### config.mk
export PLATFORM = sky130hd
export DESIGN_NAME = pdp_regs
export DESIGN_NICKNAME = d
export VERILOG_FILES = /design/src/shared/pdp_pkg.sv /design/src/rtl/pdp_regs.sv
export VERILOG_INCLUDE_DIRS = /design/src /design/src/shared
export SDC_FILE = /design/constraint.sdc
export NUM_CORES = 1
export LEC_CHECK = 0
export ABC_CLOCK_PERIOD_IN_PS = 2500
export BUFFER_PORTS_ARGS = -buffer_cell sky130_fd_sc_hd__buf_2
export CAP_MARGIN = 20
export CORE_MARGIN = 5
export CORE_UTILIZATION = 53
export CTS_CLUSTER_DIAMETER = 60
export CTS_CLUSTER_SIZE = 14
export DETAILED_ROUTE_END_ITERATION = 10
export GPL_TIMING_DRIVEN = 0
export PLACE_DENSITY = 0.81
export SLEW_MARGIN = 25
export SYNTH_ARGS = -nofsm -noshare
export SYNTH_HDL_FRONTEND = slang
export SYNTH_SLANG_ARGS = --single-unit
### constraint.sdc
create_clock -name ref_clk -period 2.5 [get_ports ref_clk]
set_input_delay 0.125 -clock ref_clk [delete_from_list [all_inputs] [get_ports ref_clk]]
set_output_delay 0.125 -clock ref_clk [all_outputs]
set_load 0.1 [all_outputs]
### src/shared/pdp_params.svh
// Purpose: Constants for the program and debug port register block
// Assumes: Eight-bit registers at a four-bit offset
// Notes:   Timing counts are in port clock cycles
`ifndef PDP_PARAMS_SVH
`define PDP_PARAMS_SVH

// --------------------------------------------------------------
// Offsets
// --------------------------------------------------------------
`define PDP_OFF_REV     4'h0
`define PDP_OFF_ERR     4'h1
`define PDP_OFF_CTLM    4'h2
`define PDP_OFF_CTLA    4'h3
`define PDP_OFF_KEY     4'h7
`define PDP_OFF_RST     4'h8
`define PDP_OFF_CLK     4'h9
`define PDP_OFF_SYSC    4'hA
`define PDP_OFF_SYSS    4'hB
`define PDP_OFF_CRC     4'hC

// --------------------------------------------------------------
// Field positions
// --------------------------------------------------------------
`define PDP_B_INTER_BYTE_DELAY_ENABLE     7
`define PDP_B_PARITY_CHECK_DISABLE      5
`define PDP_B_DTD       4
`define PDP_B_RSD       3
`define PDP_B_NACKD     4
`define PDP_B_CCDD      3
`define PDP_B_PDIS      2
`define PDP_B_UROW      5
`define PDP_B_PROG      4
`define PDP_B_ERASE     3
`define PDP_B_SYSTEM_CLOCK_REQUEST    0
`define PDP_B_UFINAL    1
`define PDP_B_RSTSYS    5
`define PDP_B_SLEEP     4
`define PDP_B_NVMP      3
`define PDP_B_UROWP     2
`define PDP_B_LOCK      0

// --------------------------------------------------------------
// Values
// --------------------------------------------------------------
`define PDP_RST_SIG     8'h59
`define PDP_CLKSEL_RST  2'h3
`define PDP_GT_OFF      3'h7
`define PDP_GT_MAX      8'h80
`define PDP_TIMEOUT     65536
`define PDP_IDLE_CHARS  2
`define PDP_CHAR_BITS   12
`define PDP_REV_DEF     4'h5

`endif

### src/shared/pdp_pkg.sv
// Purpose: Types for the program and debug port register block
// Assumes: Constants come from pdp_params.svh
// Notes:   Types only
package pdp_pkg;

    typedef enum logic [2:0] {
        ERR_NONE    = 3'b000,
        ERR_PARITY  = 3'b001,
        ERR_FRAME   = 3'b010,
        ERR_TIMEOUT = 3'b011,
        ERR_CLKREC  = 3'b100,
        ERR_CONTEND = 3'b111
    } pdp_err_type;

    typedef enum logic [1:0] {
        TX_IDLE  = 2'b00,
        TX_GUARD = 2'b01,
        TX_SEND  = 2'b10,
        TX_GAP   = 2'b11
    } pdp_tx_type;

endpackage

### src/rtl/pdp_regs.sv
// Purpose: Register set and physical-layer control of a single-wire debug port
// Assumes: Framing engine drives the event inputs on ref_clk; sleep and
//          lock inputs come from the system domain and are synchronised here
// Notes:   Registers reached only through the link's register instructions
//
// Functional notes
// - Port logic and its clock keep running in all sleep modes while enabled.
// - Deny system bus access when sleeping with processor clock off, no request.
// - Sleeping flag set in idle sleep or deeper, cleared otherwise.
// - Clock request one keeps system clock running; sleep only emulated.
// - Clock request bit resets to one.
// - Registers reachable only via link instructions, never by the processor.
// - Offsets 0x0-0x3 physical configuration, 0x4-0xC access layer.
// - Read-only four-bit revision in upper nibble of first status register.
// - Error signature loaded on internal error, cleared when debugger reads it.
// - Signatures: 0 none,1 parity,2 frame,3 timeout,4 clock recovery,7 contention.
// - Inter-byte delay inserts two idle characters; guard time before first byte.
// - Parity disable ignores parity bit and raises no parity error.
// - Unless disabled, flag timeout after 65536 cycles without access response.
// - Response signature disable suppresses all response signatures.
// - Guard time codes 0-6 give 128 down to 2 cycles; 7 none.
// - Negative acknowledge disable suppresses NACK on reset during load/store.
// - Collision detect disable stops contention detection and reporting.
// - Port disable turns interface off, drops clock request, resets settings, keys.
// - Key flags read-only: user row bit 5, programming 4, erase 3; code clears user row flag when bit 5 written as one.
// - Programming key flag clears when programming sequence finishes.
// - Erase key flag clears when chip erase completes.
// - Writing 0x59 to reset request asserts system reset; other values release.
`timescale 1ns/1ps
`include "pdp_params.svh"

module pdp_regs #(
    parameter int TIMEOUT_CYC = `PDP_TIMEOUT,
    parameter int CHAR_BITS   = `PDP_CHAR_BITS,
    parameter logic [3:0] REVISION = `PDP_REV_DEF  // Arbitrary value
) (
    input  wire logic       ref_clk,
    input  wire logic       rst,
    input  wire logic       clkEn,
    input  wire logic       regWr,
    input  wire logic       regRd,
    input  wire logic [3:0] regAddr,
    input  wire logic [7:0] regWdata,
    output logic      [7:0] regRdata,
    input  wire logic       parityErr,
    input  wire logic       frameErr,
    input  wire logic       startErr,
    input  wire logic       contention,
    input  wire logic       accReq,
    input  wire logic       accAck,
    input  wire logic       txStart,
    input  wire logic       txByteDone,
    input  wire logic       txLast,
    input  wire logic       respPending,
    input  wire logic       nackPending,
    input  wire logic       keyUrowSet,
    input  wire logic       keyProgSet,
    input  wire logic       keyEraseSet,
    input  wire logic       progDone,
    input  wire logic       eraseDone,
    input  wire logic       sysSleepIn,
    input  wire logic       cpuClkOffIn,
    input  wire logic       lockIn,
    input  wire logic       nvmProgIn,
    input  wire logic       urowProgIn,
    input  wire logic [2:0] crcIn,
    output logic            txAllowed,
    output logic            respEmit,
    output logic            nackEmit,
    output logic            busGrant,
    output logic            sysClkReq,
    output logic            sysRstReq,
    output logic            portEnabled,
    output logic            urowFinal,
    output logic [1:0]      portClkSel,
    output logic            parityCheckEn,
    output logic            contendDetEn
);
    import pdp_pkg::*;

    // --------------------------------------------------------------
    // State
    // --------------------------------------------------------------
    typedef struct packed {
        logic [7:0]  rdata;
        logic [2:0]  errSig;
        logic [7:0]  ctlMain;
        logic [2:0]  ctlAux;
        logic        kUrow;
        logic        kProg;
        logic        kErase;
        logic        reset_request_value;
        logic [1:0]  clkSel;
        logic        system_clock_request;
        logic        uFinal;
        logic        rstSysSeen;
        logic [4:0]  syncA;
        logic [4:0]  syncB;
        logic [2:0]  crcA;
        logic [2:0]  crcB;
        logic        toBusy;
        logic [16:0] toCnt;
        pdp_tx_type  txSt;
        logic [7:0]  gtCnt;
        logic [7:0]  gapCnt;
        logic        txOk;
        logic        resp;
        logic        nack;
        logic        grant;
        logic        enabled;
        logic        parEn;
        logic        ccEn;
    } pdp_state_type;

    pdp_state_type cur_ff;
    pdp_state_type nxt_cur;

    logic       sleeping;
    logic       cpuOff;
    logic [7:0] gtLen;
    logic [4:0] syncIn;

    assign syncIn = {sysSleepIn, cpuClkOffIn, lockIn, nvmProgIn, urowProgIn};
    assign sleeping = cur_ff.syncB[4];
    assign cpuOff   = cur_ff.syncB[3];
    // Halving per code step
    assign gtLen = `PDP_GT_MAX >> cur_ff.ctlMain[2:0];

    // --------------------------------------------------------------
    // Next state
    // --------------------------------------------------------------
    always_comb begin
        nxt_cur = cur_ff;
        // Sync stage one feeds stage two only
        nxt_cur.syncA = syncIn;
        nxt_cur.syncB = cur_ff.syncA;
        nxt_cur.crcA  = crcIn;
        nxt_cur.crcB  = cur_ff.crcA;
        nxt_cur.rstSysSeen = cur_ff.rstSysSeen | cur_ff.reset_request_value;

        // Register reads, link side only
        if (regRd) begin
            unique case (regAddr)
                `PDP_OFF_REV:  nxt_cur.rdata = {REVISION, 4'h0};
                `PDP_OFF_ERR:  nxt_cur.rdata = {5'h00, cur_ff.errSig};
                `PDP_OFF_CTLM: nxt_cur.rdata = cur_ff.ctlMain;
                `PDP_OFF_CTLA: nxt_cur.rdata = {3'h0, cur_ff.ctlAux, 2'h0};
                `PDP_OFF_KEY:  nxt_cur.rdata = {2'h0, cur_ff.kUrow, cur_ff.kProg,
                                                cur_ff.kErase, 3'h0};
                `PDP_OFF_RST:  nxt_cur.rdata = {7'h00, cur_ff.reset_request_value};
                `PDP_OFF_CLK:  nxt_cur.rdata = {6'h00, cur_ff.clkSel};
                `PDP_OFF_SYSC: nxt_cur.rdata = {6'h00, cur_ff.uFinal, cur_ff.system_clock_request};
                `PDP_OFF_SYSS: nxt_cur.rdata = {2'h0, cur_ff.rstSysSeen, sleeping,
                                                cur_ff.syncB[1], cur_ff.syncB[0],
                                                1'b0, cur_ff.syncB[2]};
                `PDP_OFF_CRC:  nxt_cur.rdata = {5'h00, cur_ff.crcB};
                default:       nxt_cur.rdata = 8'h00;
            endcase
            if (regAddr == `PDP_OFF_ERR) begin
                nxt_cur.errSig = ERR_NONE;
            end
            if (regAddr == `PDP_OFF_SYSS) begin
                nxt_cur.rstSysSeen = cur_ff.reset_request_value;
            end
        end

        // Register writes
        if (regWr) begin
            unique case (regAddr)
                `PDP_OFF_CTLM: nxt_cur.ctlMain = regWdata & 8'hBF;
                `PDP_OFF_CTLA: nxt_cur.ctlAux = regWdata[4:2];
                `PDP_OFF_KEY:  if (regWdata[`PDP_B_UROW]) nxt_cur.kUrow = 1'b0;
                `PDP_OFF_RST:  nxt_cur.reset_request_value = (regWdata == `PDP_RST_SIG);
                `PDP_OFF_CLK:  nxt_cur.clkSel = regWdata[1:0];
                `PDP_OFF_SYSC: begin
                    nxt_cur.system_clock_request = regWdata[`PDP_B_SYSTEM_CLOCK_REQUEST];
                    if (cur_ff.kUrow) nxt_cur.uFinal = regWdata[`PDP_B_UFINAL];
                end
                default: ;
            endcase
        end

        // Key flags: set wins over done or write clear; a port disable below still clears them
        if (progDone)    nxt_cur.kProg  = 1'b0;
        if (eraseDone)   nxt_cur.kErase = 1'b0;
        if (keyUrowSet)  nxt_cur.kUrow  = 1'b1;
        if (keyProgSet)  nxt_cur.kProg  = 1'b1;
        if (keyEraseSet) nxt_cur.kErase = 1'b1;

        // Access-layer time-out
        if (accAck || cur_ff.ctlMain[`PDP_B_DTD]) begin
            nxt_cur.toBusy = 1'b0;
            nxt_cur.toCnt  = '0;
        end else if (accReq) begin
            nxt_cur.toBusy = 1'b1;
            nxt_cur.toCnt  = '0;
        end else if (cur_ff.toBusy) begin
            nxt_cur.toCnt = cur_ff.toCnt + 17'd1;
        end

        // Error signature, later load wins; a new error beats a read clear
        if (cur_ff.toBusy && cur_ff.toCnt == 17'(TIMEOUT_CYC - 1)) begin
            nxt_cur.errSig = ERR_TIMEOUT;
            nxt_cur.toBusy = 1'b0;
        end
        if (startErr) nxt_cur.errSig = ERR_CLKREC;
        if (frameErr) nxt_cur.errSig = ERR_FRAME;
        if (parityErr && !cur_ff.ctlMain[`PDP_B_PARITY_CHECK_DISABLE]) begin
            nxt_cur.errSig = ERR_PARITY;
        end
        if (contention && !cur_ff.ctlAux[1]) begin
            nxt_cur.errSig = ERR_CONTEND;
        end

        // Transmit pacing
        nxt_cur.txOk = 1'b0;
        unique case (cur_ff.txSt)
            TX_IDLE: if (txStart) begin
                if (cur_ff.ctlMain[2:0] == `PDP_GT_OFF) begin
                    nxt_cur.txSt = TX_SEND;
                    nxt_cur.txOk = 1'b1;
                end else begin
                    nxt_cur.txSt  = TX_GUARD;
                    nxt_cur.gtCnt = gtLen - 8'd1;
                end
            end
            TX_GUARD: if (cur_ff.gtCnt == 8'd0) begin
                nxt_cur.txSt = TX_SEND;
                nxt_cur.txOk = 1'b1;
            end else begin
                nxt_cur.gtCnt = cur_ff.gtCnt - 8'd1;
            end
            TX_SEND: begin
                nxt_cur.txOk = 1'b1;
                if (txByteDone && txLast) begin
                    nxt_cur.txSt = TX_IDLE;
                    nxt_cur.txOk = 1'b0;
                end else if (txByteDone && cur_ff.ctlMain[`PDP_B_INTER_BYTE_DELAY_ENABLE]) begin
                    // Two idle characters
                    nxt_cur.txSt   = TX_GAP;
                    nxt_cur.txOk   = 1'b0;
                    nxt_cur.gapCnt = 8'(`PDP_IDLE_CHARS * CHAR_BITS - 1);
                end
            end
            TX_GAP: if (cur_ff.gapCnt == 8'd0) begin
                nxt_cur.txSt = TX_SEND;
                nxt_cur.txOk = 1'b1;
            end else begin
                nxt_cur.gapCnt = cur_ff.gapCnt - 8'd1;
            end
        endcase

        nxt_cur.resp  = respPending && !cur_ff.ctlMain[`PDP_B_RSD];
        nxt_cur.nack  = nackPending && cur_ff.reset_request_value
                        && !cur_ff.ctlAux[2];
        // Bus lost only when cpu clock is off and nobody holds it on
        nxt_cur.grant = !(sleeping && cpuOff && !cur_ff.system_clock_request);
        // Sleep never gates the port; only a disable drops it, until rst
        nxt_cur.enabled = cur_ff.enabled;

        // Disable: back to reset settings, keys dropped, clock request low
        if (regWr && regAddr == `PDP_OFF_CTLA && regWdata[`PDP_B_PDIS]) begin
            nxt_cur.ctlMain = 8'h00;
            nxt_cur.ctlAux  = 3'h0;
            nxt_cur.kUrow   = 1'b0;
            nxt_cur.kProg   = 1'b0;
            nxt_cur.kErase  = 1'b0;
            nxt_cur.system_clock_request  = 1'b0;
            nxt_cur.uFinal  = 1'b0;
            nxt_cur.clkSel  = `PDP_CLKSEL_RST;
            nxt_cur.errSig  = ERR_NONE;
            nxt_cur.toBusy  = 1'b0;
            nxt_cur.txSt    = TX_IDLE;
            nxt_cur.txOk    = 1'b0;
            nxt_cur.enabled = 1'b0;
        end
        // Enables kept as flops so the outputs need no gate
        nxt_cur.parEn = !nxt_cur.ctlMain[`PDP_B_PARITY_CHECK_DISABLE];
        nxt_cur.ccEn  = !nxt_cur.ctlAux[1];
    end

    // --------------------------------------------------------------
    // Registers; system reset request never resets the port itself
    // --------------------------------------------------------------
    always_ff @(posedge ref_clk or posedge rst) begin
        if (rst) begin
            cur_ff        <= '0;
            cur_ff.system_clock_request <= 1'b1;
            cur_ff.clkSel <= `PDP_CLKSEL_RST;
            cur_ff.grant  <= 1'b1;
            cur_ff.enabled <= 1'b1;
            cur_ff.parEn  <= 1'b1;
            cur_ff.ccEn   <= 1'b1;
            cur_ff.txSt   <= TX_IDLE;
        end else if (clkEn) begin
            cur_ff <= nxt_cur;
        end
    end

    assign regRdata      = cur_ff.rdata;
    assign txAllowed     = cur_ff.txOk;
    assign respEmit      = cur_ff.resp;
    assign nackEmit      = cur_ff.nack;
    assign busGrant      = cur_ff.grant;
    assign sysClkReq     = cur_ff.system_clock_request;
    assign sysRstReq     = cur_ff.reset_request_value;
    assign portEnabled   = cur_ff.enabled;
    assign urowFinal     = cur_ff.uFinal;
    assign portClkSel    = cur_ff.clkSel;
    assign parityCheckEn = cur_ff.parEn;
    assign contendDetEn  = cur_ff.ccEn;
endmodule

==> implementation parameters, run 1 <==
Parameter                              Value

Finish
  Finished Core Util ... 0.623
  Total of fill cells in the finished design ... 781
  Antenna diode count ... 0
  Area of combinational cells with multiple inputs ... 2380 um^2
  Fraction of layout cells with a size suffix above 1 ... 0.236
  Area growth from synthesis to final layout ... 16.2%
  Sequential cell area ... 2240 um^2
  NumNets Final ... 638

Yosys
  Share of Yosys cell area claimed by the top area cell type ... 0.420
  Average cell area after synthesis ... 9.50 um^2
  Cell area after synthesis ... 4880 um^2
  Number of distinct library cells after synthesis ... 70
  Cell taking the most area after synthesis ... sky130_fd_sc_hd__dfrtp_1
  Flip-flop and latch count after synthesis ... 89
  Main area contributors after synthesis ... sky130_fd_sc_hd__dfrtp_1 42%, sky130_fd_sc_hd__nand2_1 4.8%, sky130_fd_sc_hd__mux2_2 4.4%, sky130_fd_sc_hd__o21ai_0 4.2%, sky130_fd_sc_hd__dfstp_2 3.8%
  Syn_nets ... 560
  Count of flip-flops with a built-in enable after synthesis ... 0
  Synthesis Warnings ... 0
  Cell count after synthesis ... 514
  Sequential-to-total area share from yosys stat ... 0.458
  Most instantiated flip-flop cell in the synthesis netlist ... sky130_fd_sc_hd__dfrtp_1
  Fraction of registers with async set/reset ... 1.00

Pwr
  PwrDens ... 812 nW/um^2
  Worst-case vdd ir drop ... 376 uV
  Reported leakage power ... 2.57 nW
  Total power after layout ... 4.60 mW

Global routing
  Congestion Overflow GR ... 0
  Met1 Resource Use GR ... 0.322
  Global routing usage on met3 ... 0.0285
  Met2 usage ... 0.379
  Busiest grt layer ... met2
  Overall fraction of global-route tracks in use ... 0.232
  Number of global-route vias before repair ... 4221
  First-pass GRT wire length ... 20900 um
  Number of antenna violations at the first check in global routing ... 0
  Largest net degree at the start of global routing ... 78

Timing
  Count of final setup violators ... 0
  Slew @ Worst Pin ... 0.658 ns
  Achievable clock frequency ... 438 MHz
  Max_slew headroom ... 0.560
  Unrepaired setup endpoints after global routing ... no
  Worst hold margin ... 0.00591 ns
  Max-slew violation count ... 0
  Aggregate negative setup slack ... 0 ns
  Min Clock Period, post-route ... 2.28 ns
  Hold violation total from the final report ... 0
  Ratio of final minimum period to clock period ... 0.913
  Post-route clock skew ... 0.0178 ns

Floorplanning
  Die Y ... 106 um
  Die X ... 106 um
  Initial Util ... 0.536
  Number of standard-cell rows in the floorplan ... 35
  Ports ... 61
  Area of the die ... 11200 um^2
  Placeable core region ... 9110 um^2

Worst hold path
  Hold crit path type ... input port to flop

Detailed routing
  Initial drt markers ... 312
  Routed vias ... 4283
  Via density per instance ... 6.05
  Antenna Violating Nets Remaining ... 0
  DR pass1 iterations ... 5
  # DRC ... 0
  Routed wire length ... 12500 um
  Average wire per cell in the routed design ... 17.6 um

Clock network
  Post CTS Setup Buffer Count ... 0
  Number of CTS-inserted buffers ... 9
  H-Tree Depth ... 3
  Clock Tree Root ... sky130_fd_sc_hd__clkbuf_8
  Clock input transition at the sequential cells of the worst setup and hold paths ... 0.10 ns
  Clock latency at the later pin of the worst-skew pair ... 0.37 ns
  CTS tree ... yes
  Maximum buffer depth of the clock tree ... 2
  Number of clock sinks seen by CTS ... 89

Setup path
  Arrival time at the worst endpoint ... 2.53 ns
  CP Launch Type ... flop
  Required @ worst endpoint ... 2.75 ns
  CP Max Fanout ... 10
  Crit Path Category ... flop to flop
  CP endpoint kind ... flop

Placed design
  Hpwl dp ... 9060 um
  Number of buffers inserted by port buffering ... 59
  Final weighted congestion in routability-driven placement ... 0.925

Job
  Max-cap viol count ... 0

Status
  Status ... completed
-- cell families (layout without fill, tap and decap cells) --
logic type	after synthesis	in the layout	synth area share
xor+xnor	10	10	0.0179
flops	89	89	0.458
buf+inv	55	138	0.0548
fa+ha+maj	5	5	0.0128
mux	34	34	0.0756
simple gates	191	191	0.197
compound gates	130	130	0.184
-- cell usage after synthesis (3+ instances only) --
library cell                count
sky130_fd_sc_hd__dfstp_2        7
sky130_fd_sc_hd__o21ai_0       41
sky130_fd_sc_hd__nand2b_1       4
sky130_fd_sc_hd__nand3b_1       3
sky130_fd_sc_hd__nand2_1       63
sky130_fd_sc_hd__o22a_1         4
sky130_fd_sc_hd__a32o_1         8
sky130_fd_sc_hd__o21a_1         3
sky130_fd_sc_hd__and2_1         6
sky130_fd_sc_hd__buf_2         10
sky130_fd_sc_hd__dfrtp_1       82
sky130_fd_sc_hd__mux2i_1       14
sky130_fd_sc_hd__or3_1          5
sky130_fd_sc_hd__o31ai_1        4
sky130_fd_sc_hd__nor3_1        11
sky130_fd_sc_hd__a22o_1        11
sky130_fd_sc_hd__inv_1         21
sky130_fd_sc_hd__ha_1           5
sky130_fd_sc_hd__nand3_1       20
sky130_fd_sc_hd__o2111ai_1      3
sky130_fd_sc_hd__and4_1         3
sky130_fd_sc_hd__xnor2_1        6
sky130_fd_sc_hd__and3_1         8
sky130_fd_sc_hd__clkbuf_1      11
sky130_fd_sc_hd__nand4_1        7
sky130_fd_sc_hd__a21oi_1       21
sky130_fd_sc_hd__xor2_1         4
sky130_fd_sc_hd__nor2b_1        9
sky130_fd_sc_hd__nor2_1        38
sky130_fd_sc_hd__buf_4         11
sky130_fd_sc_hd__mux2_2        19
sky130_fd_sc_hd__a22oi_1        3
-- final cells by class --
type                            count  area share
Clock inverter                      7      0.0214
Clock buffer                        9      0.0218
Tap cell                          111      0.0245
Sequential cell                    89       0.394
Timing Repair Buffer               68      0.0710
Buffer                             33      0.0329
Multi-Input combinational cell    370       0.419
Inverter                           21      0.0148
-- placed cells by master, fill, tap and decap left out, types with 9 or more instances in the layout --
cell type,instances
sky130_fd_sc_hd__mux2_2,19
sky130_fd_sc_hd__clkbuf_1,9
sky130_fd_sc_hd__buf_4,11
sky130_fd_sc_hd__a22o_1,11
sky130_fd_sc_hd__inv_1,20
sky130_fd_sc_hd__nor3_1,11
sky130_fd_sc_hd__nand3_1,20
sky130_fd_sc_hd__nand2_1,63
sky130_fd_sc_hd__mux2i_1,14
sky130_fd_sc_hd__a21oi_1,21
sky130_fd_sc_hd__clkbuf_8,9
sky130_fd_sc_hd__nor2_1,38
sky130_fd_sc_hd__buf_2,69
sky130_fd_sc_hd__dfrtp_1,82
sky130_fd_sc_hd__nor2b_1,9
sky130_fd_sc_hd__o21ai_0,41
-- final timing paths --
kind	startpoint	endpoint	slack (ns)	cells past startpoint
setup / recovery	cur_ff[24]$_DFFE_PP0P_	cur_ff[19]$_DFFE_PP0P_	0.22	9
hold / removal	respPending	respEmit$_DFFE_PP0P_	0.006	3
setup reg to reg	cur_ff[24]$_DFFE_PP0P_	cur_ff[19]$_DFFE_PP0P_	0.22	9
hold reg to reg	cpuOff$_DFFE_PP0P_	busGrant$_DFFE_PP1P_	0.47	1
max in group asynchronous	rst	portClkSel[0]$_DFFE_PP1P_	1.64	4
min in group asynchronous	rst	cur_ff[10]$_DFFE_PP0P_	0.20	3
-- per-layer routing --
layer,wire [um],part of all wire
met1,5310,0.43
met2,6210,0.50
met3,676,0.054
met4,280,0.022
met5,0,0
-- through the flow --
stage / area [um^2] / setup slack, ns / instances
3_3_place_gp: 5320 / -0.915 / 684
4_1_cts: 5680 / 0.129 / 709
5_1_grt: 5670 / 0.0725 / 708
3_5_place_dp: 5350 / 0.0385 / 685
6_report: 5670 / 0.218 / 708
2_1_floorplan: 4880 / 0.0797 / 514
-- registers in the layout, summed over array words and instances, names as in the netlist --
signal,cells
sysClkReq,1
contendDetEn,1
urowFinal,1
sysRstReq,1
busGrant,1
portEnabled,1
cpuOff,1
txAllowed,1
portClkSel,2
cur_ff,68
nackEmit,1
parityCheckEn,1
respEmit,1
regRdata,8
-- report_power, final --
part | leakage [nW] | switching (mW) | total [mW] | internal, mW
clock | 0.125 | 0.557 | 1.23 | 0.673
sequential | 1.11 | 0.259 | 1.95 | 1.69
combinational | 1.33 | 0.935 | 1.43 | 0.492
total | 2.57 | 1.75 | 4.60 | 2.85
-- timing repair --
item | 4_1_cts | 5_1_grt
resized for setup | 1 | 0
hold buffers | 8 | 0
endpoints found under the hold margin | 89 | 0
endpoints found under the setup margin | 1 | 2
-- critical path: stages (launching register included) --
cell and delay (ns):
sky130_fd_sc_hd__dfrtp_1 0.45, sky130_fd_sc_hd__nor2b_1 0.12, sky130_fd_sc_hd__clkbuf_2 0.21, sky130_fd_sc_hd__nor2_1 0.06
sky130_fd_sc_hd__a21oi_1 0.20, sky130_fd_sc_hd__ha_1 0.38, sky130_fd_sc_hd__o211a_1 0.23, sky130_fd_sc_hd__o22a_1 0.14
sky130_fd_sc_hd__nor2_1 0.04, sky130_fd_sc_hd__o32a_1 0.32
No activity file was read; power rests on OpenSTA's default activity.
==> run 2, diff against run 1 <==
- ABC_CLOCK_PERIOD_IN_PS: 2500 -> 2750
- CORE_UTILIZATION: 53 -> 56
- clock period: 2.5 -> 2.75 ns (I/O delays scaled with it)
==> run 2 against run 1 <==
  * Hold slack better by 0.0077 ns
  * Utilization rose by 2.9 points
  * First-iteration DRC count down 9.3%
  * Largest power group unchanged
  * Highest routed layer unchanged
==> implementation parameters, run 2 (synthesis results as in run 1) <==
Parameter                              Value

Status
  Status ... completed

Timing
  Min Clock Period, post-route ... 2.34 ns (+0.0540 ns)
  Ratio of final minimum period to clock period ... 0.849 (-0.0633)
  Unrepaired setup endpoints after global routing ... no
  Achievable clock frequency ... 428 MHz (-2.3%)
  Slew @ Worst Pin ... 0.601 ns (-0.0563 ns)
  Count of final setup violators ... 0 (unchanged)
  Hold violation total from the final report ... 0 (unchanged)
  Max-slew violation count ... 0 (unchanged)
  Max_slew headroom ... 0.599 (+0.0392)
  Post-route clock skew ... 0.0104 ns (-0.00741 ns)

Floorplanning
  Ports ... 61 (unchanged)
  Placeable core region ... 8590 um^2 (-5.7%)
  Area of the die ... 10700 um^2 (-4.9%)
  Initial Util ... 0.568 (+0.0322)
  Number of standard-cell rows in the floorplan ... 34 (-2.9%)
  Die Y ... 103 um (-2.5%)
  Die X ... 103 um (-2.5%)

Clock network
  CTS tree ... yes
  Post CTS Setup Buffer Count ... 0 (unchanged)
  Maximum buffer depth of the clock tree ... 2 (unchanged)
  Clock input transition at the sequential cells of the worst setup and hold paths ... 0.09 ns (about the same)
  Number of clock sinks seen by CTS ... 89 (unchanged)
  H-Tree Depth ... 3 (unchanged)
  Clock latency at the later pin of the worst-skew pair ... 0.36 ns (about the same)
  Number of CTS-inserted buffers ... 9 (unchanged)
  Clock Tree Root ... sky130_fd_sc_hd__clkbuf_8

Pwr
  Total power after layout ... 4.07 mW (-12%)
  Worst-case vdd ir drop ... 393 uV (+4.5%)
  Reported leakage power ... 2.54 nW (-1.2%)
  PwrDens ... 726 nW/um^2 (-10%)

Setup path
  Required @ worst endpoint ... 2.99 ns (+0.24 ns)
  Internal reg-to-reg setup slack ... 0.41 ns (+0.20 ns)
  Worst path slowest cell ... sky130_fd_sc_hd__dfrtp_1
  Arrival time at the worst endpoint ... 2.58 ns (+0.05 ns)
  CP Max Fanout ... 10 (unchanged)
  Crit Path Category ... flop to flop
  CP endpoint kind ... flop
  Most Frequent Cell on Critical Path ... sky130_fd_sc_hd__a21oi_1
  Largest stage delay, worst path ... 0.37 ns (-0.08 ns)
  Cell-by-cell trace of the critical path ... buf_4 -> nand3_1 -> nor2_1 -> a21oi_1 -> ha_1 -> clkbuf_1 -> nand2_1 -> o21ai_0 -> mux2i_1 -> a21oi_1
  WP buf/inv ... 2 (+1)
  Cell type group with the largest total delay on the critical path ... compound AO/OA/AOI/OAI gates
  CP Launch Type ... flop

Global routing
  Largest net degree at the start of global routing ... 79 (+1.3%)
  Number of global-route vias before repair ... 4088 (-3.2%)
  Congestion Overflow GR ... 0 (unchanged)
  Overall fraction of global-route tracks in use ... 0.235 (+0.00274)
  Number of antenna violations at the first check in global routing ... 0 (unchanged)
  First-pass GRT wire length ... 19700 um (-6.0%)

Finish
  NumNets Final ... 634 (-0.63%)
  Area growth from synthesis to final layout ... 14.7%
  Area of combinational cells with multiple inputs ... 2380 um^2 (unchanged)
  Fraction of layout cells with a size suffix above 1 ... 0.238 (+0.00159)
  Antenna diode count ... 0 (unchanged)
  Finished Core Util ... 0.652 (+0.0291)
  Reg with most FFs ... cur_ff
  Flip-flop count of the largest register, all copies and words added ... 68 (unchanged)
  Sequential cell area ... 2240 um^2 (unchanged)
  Post-Layout Inst Area ... 5600 um^2 (-1.3%)
  Highest-count cells in the layout ignoring fill and taps ... 82 x sky130_fd_sc_hd__dfrtp_1, 69 x sky130_fd_sc_hd__buf_2, 63 x sky130_fd_sc_hd__nand2_1, 41 x sky130_fd_sc_hd__o21ai_0, 38 x sky130_fd_sc_hd__nor2_1
  Leading cell type in the layout, fill and taps excluded ... sky130_fd_sc_hd__dfrtp_1
  Total of fill cells in the finished design ... 719 (-7.9%)

Detailed routing
  Via density per instance ... 5.97 (-1.3%)
  Initial drt markers ... 283 (-9.3%)
  DR pass1 iterations ... 5 (unchanged)
  Antenna Violating Nets Remaining ... 0 (unchanged)
  # DRC ... 0 (unchanged)
  Routed vias ... 4186 (-2.3%)
  Average wire per cell in the routed design ... 17.0 um (-3.3%)
  Routed wire length ... 11900 um (-4.2%)

Placed design
  Placed Instance Area ... 5350 um^2 (about the same)
  Number of buffers inserted by port buffering ... 59 (unchanged)
  Hpwl dp ... 8840 um (-2.4%)
  Final weighted congestion in routability-driven placement ... 0.938 (+1.4%)

Worst hold path
  Hold crit path type ... input port to flop

Job
  Max-cap viol count ... 0 (unchanged)
-- run 2: cell count changes in the layout (fill, tap and decap cells not counted), sizes merged --
cell / delta
dlygate4sd3: -5
clkinv: +1
clkbuf: +1
bufinv: -1
-- run 2: path summary, 6_finish.rpt --
path | startpoint | end | cells after the start
max | cur_ff[73]$_DFFE_PP0P_ | cur_ff[21]$_DFFE_PP0P_ | 10
min | lockIn | cur_ff[56]$_DFFE_PP0P_ | 2
max reg2reg | cur_ff[73]$_DFFE_PP0P_ | cur_ff[21]$_DFFE_PP0P_ | 10
min reg2reg | cpuOff$_DFFE_PP0P_ | busGrant$_DFFE_PP1P_ | 1
max in group asynchronous | rst | portClkSel[0]$_DFFE_PP1P_ | 4
min in group asynchronous | rst | cur_ff[10]$_DFFE_PP0P_ | 3
-- run 2: cell type report --
type,instances,share of cell area
plain buffers,34,0.0340
well taps,108,0.0241
clock inverters,7,0.0179
inverters,21,0.0150
flip-flops and latches,89,0.399
clock buffers,9,0.0221
repair buffers,63,0.0630
multi-input cells,370,0.425
-- run 2: through the flow --
stage	std cells	hold slack, ns	setup WS [ns]	TNS, ns
6_report	701	0.0137	0.414	0
2_1_floorplan	514	0.239	0.317	0
3_5_place_dp	682	0.0586	0.320	0
5_1_grt	701	0.00524	0.140	0
3_3_place_gp	681	0.371	-0.715	-58.17
4_1_cts	700	0.00848	0.309	0
-- run 2: metal layers --
layer  wire length, um  share of wire  GRT usage  vias to the layer above
met5                 0              0          0                        -
met3               655          0.055     0.0376                       17
met4               166          0.014     0.0687                        0
met1              5340           0.45      0.325                     2039
li1                  -              -          -                     2001
met2              5780           0.48      0.382                      129
-- run 2: where the power goes --
part,internal (mW),switching (mW)
Sequential,1.53,0.235
Clock,0.522,0.489
Combinational,0.441,0.849
Total,2.50,1.57
-- run 2: timing repair --
item	in CTS	in global routing
hold buffers	2	1
setup endpoints to repair	0	2
resized for setup	0	2
hold endpoints to repair	83	1
==> run 3, diff against run 2 <==
- ABC_CLOCK_PERIOD_IN_PS: 2750 -> 2400
- clock period: 2.75 -> 2.4 ns (I/O delays scaled with it)
==> run 3 against run 2 <==
  * Worst setup slack worse by 0.25 ns
  * Highest routed layer unchanged
  * Register-to-register slack lost 0.25 ns
  * Hold slack lost 0.0076 ns
  * Critical endpoint is now cur_ff[19]$_DFFE_PP0P_
  * Power up 14%
  * Critical path type unchanged
  * Critical path depth fell by 1
  * Clock-buffer cell count rose by 2
==> implementation parameters, run 3 (synthesis results as in run 1) <==
Parameter                              Value

Status
  Status ... completed

Detailed routing
  Average wire per cell in the routed design ... 17.5 um (+2.5%)
  Routed vias ... 4279 (+2.2%)
  Routed wire length ... 12400 um (+3.9%)
  Initial drt markers ... 224 (-21%)
  DR pass1 iterations ... 5 (unchanged)
  Antenna Violating Nets Remaining ... 0 (unchanged)
  Routed length on met2 ... 6080 um (+5.2%)
  Via density per instance ... 6.03 (+0.93%)
  Max Used Layer ... met4
  # DRC ... 0 (unchanged)
  Routed metal-1 wirelength ... 5290 um (-1.1%)
  Routed wl met3 ... 723 um (+10%)

Floorplanning
  Number of standard-cell rows in the floorplan ... 34 (unchanged)
  Placeable core region ... 8590 um^2 (unchanged)
  Area of the die ... 10700 um^2 (unchanged)
  Die X ... 103 um (unchanged)
  Initial Util ... 0.568 (unchanged)
  Ports ... 61 (unchanged)
  Die Y ... 103 um (unchanged)

Finish
  Antenna diode count ... 0 (unchanged)
  Fraction of layout cells with a size suffix above 1 ... 0.239 (+0.00143)
  Highest-count cells in the layout ignoring fill and taps ... 82 x sky130_fd_sc_hd__dfrtp_1, 69 x sky130_fd_sc_hd__buf_2, 63 x sky130_fd_sc_hd__nand2_1, 41 x sky130_fd_sc_hd__o21ai_0, 38 x sky130_fd_sc_hd__nor2_1
  Finished Core Util ... 0.664 (+0.0124)
  Area growth from synthesis to final layout ... 16.9%
  Leading cell type in the layout, fill and taps excluded ... sky130_fd_sc_hd__dfrtp_1
  NumNets Final ... 643 (+1.4%)
  Total of fill cells in the finished design ... 704 (-2.1%)
  Reg with most FFs ... cur_ff
  Flip-flop count of the largest register, all copies and words added ... 68 (unchanged)

Setup path
  Largest stage delay, worst path ... 0.45 ns (+0.08 ns)
  Required @ worst endpoint ... 2.66 ns (-0.33 ns)
  Worst path slowest cell ... sky130_fd_sc_hd__dfrtp_1
  Most Frequent Cell on Critical Path ... sky130_fd_sc_hd__nor2_1
  Cell-by-cell trace of the critical path ... nor2b_1 -> clkbuf_2 -> nor2_1 -> a21oi_1 -> ha_2 -> o211a_1 -> o22a_1 -> nor2_1 -> o32a_1
  CP endpoint kind ... flop
  WP buf/inv ... 1 (-1)
  Cell type group with the largest total delay on the critical path ... compound AO/OA/AOI/OAI gates
  CP Launch Type ... flop
  Crit Path Category ... flop to flop
  CP Max Fanout ... 10 (unchanged)
  Arrival time at the worst endpoint ... 2.49 ns (-0.09 ns)

Pwr
  Total power after layout ... 4.65 mW (+14%)
  Switching power as a share of total power ... 0.392 (+0.00528)
  Switching component of the power ... 1.82 mW (+16%)
  Worst-case vdd ir drop ... 455 uV (+16%)
  PwrDens ... 814 nW/um^2 (+12%)
  Part of the total power dissipated in the clock network ... 0.239 (-0.009)
  Internal Power ... 2.83 mW (+13%)
  Seq pwr share ... 0.436 (about the same)
  Combinational cell fraction of total power ... 0.325 (+0.008)
  Reported leakage power ... 2.57 nW (+1.2%)

Timing
  Ratio of final minimum period to clock period ... 0.930 (+0.0803)
  Max-slew violation count ... 0 (unchanged)
  Min Clock Period, post-route ... 2.23 ns (-0.105 ns)
  Setup ws final ... 0.169 ns (-0.245 ns)
  Unrepaired setup endpoints after global routing ... no
  Achievable clock frequency ... 448 MHz (+4.7%)
  Count of final setup violators ... 0 (unchanged)
  Hold violation total from the final report ... 0 (unchanged)
  Max_slew headroom ... 0.549 (-0.0503)
  Slew @ Worst Pin ... 0.677 ns (+0.0755 ns)
  Post-route clock skew ... 0.00905 ns (-0.00138 ns)

Placed design
  Final weighted congestion in routability-driven placement ... 0.938 (about the same)
  Hpwl dp ... 9180 um (+3.8%)
  Number of buffers inserted by port buffering ... 59 (unchanged)
  Setup WS pre-CTS ... -0.0786 ns (-0.399 ns)

Clock network
  Clock latency at the later pin of the worst-skew pair ... 0.37 ns (about the same)
  Maximum buffer depth of the clock tree ... 2 (unchanged)
  CTS tree ... yes
  Clock Tree Root ... sky130_fd_sc_hd__clkbuf_8
  Clock input transition at the sequential cells of the worst setup and hold paths ... 0.09 ns (about the same)
  H-Tree Depth ... 3 (unchanged)
  Number of CTS-inserted buffers ... 9 (unchanged)
  Number of clock sinks seen by CTS ... 89 (unchanged)

Global routing
  Largest net degree at the start of global routing ... 33 (-58%)
  Number of global-route vias before repair ... 4142 (+1.3%)
  Congestion Overflow GR ... 0 (unchanged)
  Overall fraction of global-route tracks in use ... 0.242 (+0.00755)
  First-pass GRT wire length ... 20100 um (+2.0%)
  Number of antenna violations at the first check in global routing ... 0 (unchanged)

Worst hold path
  Hold crit path type ... input port to flop

Job
  Max-cap viol count ... 0 (unchanged)
==> run 3: cell types whose count changed in the layout (fill, tap and decap cells not counted), sizes merged <==
cell	change
clkbuf	+1
buf	+2
bufinv	-1
inv	-3
clkinvlp	+4
dlygate4sd3	+8
clkinv	-2
==> run 3: repair_timing <==
| action | in CTS | in global routing |
|---|---|---|
| buffers inserted | 0 | 0 |
| endpoints found under the setup margin | 2 | 2 |
| resized for setup | 1 | 1 |
| hold buffers | 11 | 0 |
| hold endpoints to repair | 72 | 0 |
==> run 3: layout make-up <==
type	instances	area, um^2	share of cell area
Multi-Input combinational cell	370	2380	0.417
Buffer	33	186	0.0327
Timing Repair Buffer	73	473	0.0829
Clock inverter	5	61.3	0.0107
Sequential cell	89	2240	0.392
Tap cell	108	135	0.0237
Inverter	21	82.6	0.0145
Clock buffer	11	151	0.0265
==> run 3: final timing paths <==
| kind | startpoint | endpoint | slack [ns] | cells after the start |
|---|---|---|---|---|
| min | regWdata[7] | cur_ff[78]$_DFFE_PP0P_ | 0.006 | 2 |
| max | cur_ff[24]$_DFFE_PP0P_ | cur_ff[19]$_DFFE_PP0P_ | 0.17 | 9 |
| max in group asynchronous | rst | parityCheckEn$_DFFE_PP1P_ | 1.47 | 5 |
| min reg2reg | cpuOff$_DFFE_PP0P_ | busGrant$_DFFE_PP1P_ | 0.46 | 1 |
| min in group asynchronous | rst | cur_ff[50]$_DFFE_PP0P_ | 0.25 | 3 |
| max reg2reg | cur_ff[24]$_DFFE_PP0P_ | cur_ff[19]$_DFFE_PP0P_ | 0.17 | 9 |
==> run 3: per-layer routing <==
metal / vias to the layer above / track usage
li1: 2014 / -
met1: 2085 / 0.317
met2: 149 / 0.400
met3: 31 / 0.0429
met4: 0 / 0.0956
met5: - / 0
==> run 3: per-stage QoR <==
step                cell area (um^2)  hold slack, ns  instances  TNS, ns
detailed placement              5380          0.0830        684   -0.117
global placement                5320           0.353        681        0
finish                          5710         0.00606        710        0
floorplan                       4890           0.221        514        0
CTS                             5710          0.0123        711        0
global route                    5710          0.0125        710        0
==> run 3: power by group through the flow <==
stage	Clock, mW	Sequential (mW)	Combinational [mW]
after floorplan	0	2.15	0.991
after global placement	0	2.04	1.41
after detailed placement	0	2.04	1.48
after CTS	1.12	2.02	1.50
after global routing	1.19	2.06	1.65
final	1.11	2.03	1.51
